`src/sdes_pkg.sv`:
```
package sdes_pkg;

	// register indices; byte address is four times the index
	localparam logic [15:0] SDES_IDX_MASK      = 16'h1C20;
	localparam logic [15:0] SDES_IDX_PENDING   = 16'h1C21;
	localparam int          SDES_ADR_W         = 16;
	localparam int          SDES_DAT_W         = 32;

	// pending register layout
	localparam int          SDES_A_VALID_BIT   = 0;
	localparam int          SDES_A_PORT_LSB    = 1;
	localparam int          SDES_A_REASON_LSB  = 3;
	localparam int          SDES_B_VALID_BIT   = 7;
	localparam int          SDES_B_PORT_LSB    = 8;
	localparam int          SDES_B_REASON_LSB  = 10;
	localparam int          SDES_REASON_W      = 4;
	localparam int          SDES_PORT_W        = 2;

	// mask register layout and reset
	localparam int          SDES_MASK_BIT      = 0;
	localparam logic        SDES_MASK_RESET    = 1'b1;

	// reset values of the capture fields
	localparam logic [3:0]  SDES_REASON_RESET  = 4'h0;
	localparam logic [1:0]  SDES_PORT_RESET    = 2'h0;

	// drop reason codes
	localparam logic [3:0]  SDES_RSN_BCAST_LVL = 4'h0;
	localparam logic [3:0]  SDES_RSN_RED       = 4'h1;
	localparam logic [3:0]  SDES_RSN_NO_BUF    = 4'h2;
	localparam logic [3:0]  SDES_RSN_NO_DESC   = 4'h3;
	localparam logic [3:0]  SDES_RSN_NO_DEST   = 4'h4;
	localparam logic [3:0]  SDES_RSN_RX_ERR    = 4'h5;
	localparam logic [3:0]  SDES_RSN_BUF_LVL   = 4'h6;
	localparam logic [3:0]  SDES_RSN_YELLOW    = 4'h9;

	// receive-error drops count only above this length in bytes
	localparam int          SDES_LEN_W         = 12;
	localparam logic [11:0] SDES_RX_ERR_MIN    = 12'h040;

	// source port codes
	localparam logic [1:0]  SDES_PORT_HOST     = 2'h0;
	localparam logic [1:0]  SDES_PORT_1        = 2'h1;
	localparam logic [1:0]  SDES_PORT_2        = 2'h2;

	// conditions reported by the drop logic with its drop strobe
	typedef struct packed {
		logic        lookup_miss;
		logic        bcast_level_over;
		logic        no_dest_port;
		logic        red_drop_en;
		logic        colored_red;
		logic        yellow_drop_en;
		logic        colored_yellow;
		logic        random_pick;
		logic        no_buffer;
		logic        no_descriptor;
		logic        rx_error;
		logic [11:0] pkt_len;
		logic        buf_level_over;
		logic [1:0]  src_port;
	} sdes_drop_t;

	// one captured record
	typedef struct packed {
		logic       valid;
		logic [3:0] reason;
		logic [1:0] port;
	} sdes_rec_t;

	localparam sdes_rec_t SDES_REC_RESET = '{valid: 1'b0, reason: SDES_REASON_RESET, port: SDES_PORT_RESET};

endpackage

```
`src/sdes_reason_enc.sv`:
```
`timescale 1ns/10ps
module sdes_reason_enc
	import sdes_pkg::*;
(
	input  wire logic       drop_i,
	input  sdes_drop_t      cause_i,
	output logic            rec_valid_o,
	output sdes_rec_t       rec_o
);

	logic [3:0] code;
	logic       known;

	// first listed cause wins when several hold at once
	always_comb begin
		code  = SDES_RSN_BUF_LVL;
		known = 1'b1;
		if (cause_i.no_buffer) begin
			code = SDES_RSN_NO_BUF;
		end else if (cause_i.no_descriptor) begin
			code = SDES_RSN_NO_DESC;
		end else if (cause_i.rx_error && (cause_i.pkt_len > SDES_RX_ERR_MIN)) begin
			code = SDES_RSN_RX_ERR;
		end else if (cause_i.lookup_miss && cause_i.bcast_level_over) begin
			code = SDES_RSN_BCAST_LVL;
		end else if (cause_i.lookup_miss && cause_i.no_dest_port) begin
			code = SDES_RSN_NO_DEST;
		end else if (cause_i.red_drop_en && cause_i.colored_red) begin
			code = SDES_RSN_RED;
		end else if (cause_i.yellow_drop_en && cause_i.colored_yellow && cause_i.random_pick) begin
			code = SDES_RSN_YELLOW;
		end else if (cause_i.buf_level_over) begin
			code = SDES_RSN_BUF_LVL;
		end else begin
			// reserved codes are never produced; unexplained drops are not recorded
			known = 1'b0;
		end
	end

	assign rec_valid_o  = drop_i && known;
	assign rec_o        = '{valid: 1'b1, reason: code, port: cause_i.src_port};

endmodule

```
`src/sdes_drop_status.sv`:
```
// The Wishbone slave port was decided locally.
`timescale 1ns/10ps
module sdes_drop_status
	import sdes_pkg::*;
(
	input  wire logic                    clk_i,
	input  wire logic                    rst_i,
	input  wire logic                    cyc_i,
	input  wire logic                    stb_i,
	input  wire logic                    we_i,
	input  wire logic [SDES_ADR_W-1:0]   adr_i,
	input  wire logic [3:0]              sel_i,
	input  wire logic [SDES_DAT_W-1:0]   dat_i,
	output logic      [SDES_DAT_W-1:0]   dat_o,
	output logic                         ack_o,
	input  wire logic                    drop_i,
	input  sdes_drop_t                   drop_cause_i,
	output logic                         irq_o
);

	logic                  ack_reg,  ack_next;
	logic [SDES_DAT_W-1:0] dat_reg,  dat_next;
	logic                  mask_reg, mask_next;
	sdes_rec_t             a_reg,    a_next;
	sdes_rec_t             b_reg,    b_next;

	logic                  new_valid;
	sdes_rec_t             new_rec;
	logic                  take;
	logic                  hit_mask;
	logic                  hit_pend;
	logic                  rd_clear;
	sdes_rec_t             a_kept;
	sdes_rec_t             b_kept;

	function automatic logic idx_hit(input logic [SDES_ADR_W-1:0] adr, input logic [15:0] idx);
		logic [17:0] byte_adr;
		byte_adr = {idx, 2'b00};
		return adr == byte_adr[SDES_ADR_W-1:0];
	endfunction

	function automatic logic [SDES_DAT_W-1:0] pend_word(input sdes_rec_t a, input sdes_rec_t b);
		logic [SDES_DAT_W-1:0] w;
		w = '0;
		w[SDES_A_VALID_BIT]                                = a.valid;
		w[SDES_A_PORT_LSB   +: SDES_PORT_W]               = a.port;
		w[SDES_A_REASON_LSB +: SDES_REASON_W]             = a.reason;
		w[SDES_B_VALID_BIT]                                = b.valid;
		w[SDES_B_PORT_LSB   +: SDES_PORT_W]               = b.port;
		w[SDES_B_REASON_LSB +: SDES_REASON_W]             = b.reason;
		return w;
	endfunction

	sdes_reason_enc u_enc (
		.drop_i      (drop_i),
		.cause_i     (drop_cause_i),
		.rec_valid_o (new_valid),
		.rec_o       (new_rec)
	);

	assign take     = cyc_i && stb_i && !ack_reg;
	assign hit_mask = idx_hit(adr_i, SDES_IDX_MASK);
	assign hit_pend = idx_hit(adr_i, SDES_IDX_PENDING);
	assign rd_clear = take && !we_i && hit_pend;

	// bus slave: one wait state, unmapped reads give zero, unmapped writes ignored
	always_comb begin
		ack_next  = take;
		dat_next  = dat_reg;
		mask_next = mask_reg;
		if (take) begin
			dat_next = '0;
			if (!we_i && hit_pend) begin
				dat_next = pend_word(a_reg, b_reg);
			end else if (!we_i && hit_mask) begin
				dat_next[SDES_MASK_BIT] = mask_reg;
			end
			if (we_i && hit_mask && sel_i[0]) begin
				mask_next = dat_i[SDES_MASK_BIT];
			end
		end
	end

	always_ff @(posedge clk_i) begin
		if (rst_i) begin
			ack_reg  <= 1'b0;
			dat_reg  <= '0;
			mask_reg <= SDES_MASK_RESET;
		end else begin
			ack_reg  <= ack_next;
			dat_reg  <= dat_next;
			mask_reg <= mask_next;
		end
	end

	// snapshot goes out with the ack, so the clear loses nothing already read
	always_comb begin
		a_kept = rd_clear ? SDES_REC_RESET : a_reg;
		b_kept = rd_clear ? SDES_REC_RESET : b_reg;
		a_next = a_kept;
		b_next = b_kept;
		// fill A first, then B
		// a drop in the clearing cycle still lands: set wins over clear
		if (new_valid) begin
			if (!a_kept.valid) begin
				a_next = new_rec;
			end else if (!b_kept.valid) begin
				b_next = new_rec;
			end
		end
	end

	always_ff @(posedge clk_i) begin
		if (rst_i) begin
			a_reg <= SDES_REC_RESET;
			b_reg <= SDES_REC_RESET;
		end else begin
			a_reg <= a_next;
			b_reg <= b_next;
		end
	end

	assign ack_o = ack_reg;
	assign dat_o = dat_reg;

	// status left as is when masked
	assign irq_o = (a_reg.valid || b_reg.valid) && !mask_reg;

endmodule

```
`config.mk`:
```
export PLATFORM = sky130hd
export DESIGN_NAME = sdes_drop_status
export DESIGN_NICKNAME = d
export VERILOG_FILES = /design/src/sdes_pkg.sv /design/src/sdes_reason_enc.sv /design/src/sdes_drop_status.sv
export SDC_FILE = /design/constraint.sdc
export NUM_CORES = 1
export LEC_CHECK = 0
export BUFFER_PORTS_ARGS = -buffer_cell sky130_fd_sc_hd__buf_2
export CORE_UTILIZATION = 40
export DETAILED_ROUTE_END_ITERATION = 10
export GPL_ROUTABILITY_DRIVEN = 0
export HOLD_SLACK_MARGIN = 0.03
export PLACE_DENSITY = 0.81
export SLEW_MARGIN = 15
export SYNTH_ARGS = -nofsm -noshare
export SYNTH_HDL_FRONTEND = slang
export SYNTH_HIERARCHICAL = 1
export SYNTH_SLANG_ARGS = --single-unit
```
`constraint.sdc`:
```
create_clock -name clk_i -period 4.9 [get_ports clk_i]
set_clock_uncertainty 0.15 [all_clocks]
set_input_delay 0.49 -clock clk_i [delete_from_list [all_inputs] [get_ports clk_i]]
set_output_delay 0.49 -clock clk_i [all_outputs]
set_load 0.03 [all_outputs]
```
==> qor.yml <==
outcome: "finished clean"
hold_viol: 0
grt_max_degree: 31
clk_pin_slew_ps: 70
timing.hold.ws_ps: 296
synth_area_sq_um: 1580
ant_nets: 0
p_leak_nw: 0.882
rsz0062_at_grt: "false"
grt_pass1_wl_um: 5670
die_h_um: 64.9
tritoncts: "built"
drv_cap: 0
synth_most_common_cell: "nand2_1"
route.final.wire_length_um: 3390
tightest_slew_ps: 1130
p_seq_share_pct: 44.0
synth_cell_types: 36
n_antenna_cell: 0
viasPerCell: 5.00
first_iter_violations: 40
post-route-cell-area_sq_um: 1950
clock_power_share_pct: 42.4
cts_buffers: 5
power.net_switching_mw: 0.148
placed_area_sq_um: 1840
drc: 0
avgRoutedWirePerCell_um: 11.4
slew_viol_final: 0
grt_overflow: 0
cts_resized: 0
ctsHoldBuffers: 0
combinationalPowerShare_pct: 13.6
start_util_pct: 42.5
p_int_mw: 0.426
clkLatencyLatePin_ps: 290
cp-start-kind: "flip-flop"
setup-tns-final_ps: 0
crit_type: "flip-flop to flip-flop"
grt_antenna_before_repair: 0
cts_max_level: 2
yosysSeqAreaShare_pct: 38.0
ios: 118
required_ps: 4950
critPathArrivalTime_ps: 2750
grt_pass1_vias: 1342
critical_path.max_fanout: 18
grt_use_total_pct: 17.8
synthTopCellsByArea: "dfxtp_1 38%, buf_4 10%, nand2_1 8.3%, nand4_1 5.9%, a21oi_1 5.1%"
largest_reg_flops: 14
synth.avg_cell_area_sq_um: 8.32
synth_flop_cell: "dfxtp_1"
fmax_ghz: 0.371
cts_sinks: 30
die_area_sq_um: 4210
area_delta_synth_final_pct: 23.4
fin_crit_ps: 2700
num_rows: 22
clockBufferDepth: 2
port_buffers: 65
cts-root-buf: "clkbuf_8"
netlist.area_leader.share_pct: 38.0
async_flop_share_pct: 0
hold_path.class: "flip-flop to flip-flop"
first_pass_iters: 4
swShare_pct: 25.8
die_w_um: 64.9
core_area_sq_um: 3720
finalSetupViolCount: 0
vdd_drop_max_mv: 0.134
num_vias: 1486
end_kind: "flip-flop"
fin_nets: 332
max-slew-margin-rel_pct: 24.4
synthCells: 190
yosys.area.top_type: "dfxtp_1"
cts_setup_buffers: 0
place_hpwl_um: 2570
power_density_nw_per_um2: 295
rrSetupSlack_ps: 2200
drive_above_1_share_pct: 33.3
ys_ff_latch: 30
synth-warning-count: 6
synth-edff-count: 0
fin_crit_sh_pct: 55.1
yosys-top-cells-count: "35 x nand2_1, 30 x dfxtp_1, 21 x buf_4"
==> stage by stage <==
step                      worst slack (ps)  power (mW)  instances  utilization (%)
after floorplan                       2420       0.322        207                -
after global placement                2040       0.334        289             49.6
after detailed placement              1980       0.336        289             49.6
after CTS                             2170       0.578        297             52.5
after global routing                  1940       0.601        297             52.5
final                                 2200       0.575        297             52.5
==> critical path: stages (launching register included) <==
cell	delay, ps
dfxtp_1	300
nand3b_1	530
nor4_4	940
a31oi_2	330
o32ai_1	350
==> power by group through the flow <==
| stage | Combinational, mW | Clock, mW | Sequential [mW] |
|---|---|---|---|
| after CTS | 0.0782 | 0.247 | 0.253 |
| final | 0.0783 | 0.244 | 0.253 |
| after global placement | 0.0765 | 0 | 0.258 |
| after detailed placement | 0.0780 | 0 | 0.258 |
| after global routing | 0.0860 | 0.262 | 0.253 |
| after floorplan | 0.0641 | 0 | 0.258 |
==> cell families after synthesis <==
| family | synth area share [%] |
|---|---|
| and+or+nand+nor | 28.5 |
| other | 0.475 |
| muxes | 3.80 |
| buffers and inverters | 13.2 |
| AOI/OAI and AO/OA | 16.0 |
| DFF | 38.0 |
==> layout make-up <==
type / instances / area, sq um
Timing Repair Buffer: 66 / 333
Multi-Input combinational cell: 143 / 841
Inverter: 2 / 7.51
Sequential cell: 30 / 601
Fill cell: 372 / 1770
Tap cell: 48 / 60.1
Clock buffer: 5 / 68.8
Clock inverter: 3 / 40.0
==> worst paths after layout <==
path,from,end,cells past startpoint
worst max-delay path,ack_o,a_reg[3],4
worst min register to register,dat_o[7],dat_o[7],2
worst max register to register,ack_o,a_reg[3],4
worst min-delay path,dat_o[7],dat_o[7],2
==> layer usage <==
| layer | global-route usage [%] | share of wire [%] | up-vias |
|---|---|---|---|
| met5 | 0 | 0 | - |
| met4 | 7.78 | 1.2 | 0 |
| met3 | 5.81 | 6.2 | 5 |
| met2 | 31.6 | 50 | 55 |
| met1 | 18.9 | 42 | 667 |
| li1 | - | - | 759 |
==> cell usage in the layout (no fill, tap or decap), drive strengths merged, types with 3 or more instances in the layout <==
master / instances
buf: 66
nand2: 35
dfxtp: 30
conb: 19
a21oi: 16
nand4: 15
nor3: 11
nor2: 6
mux2i: 6
o32ai: 6
clkbuf: 5
a31oi: 4
o21ai: 3
or4: 3
(Power assumes the default switching activity.)
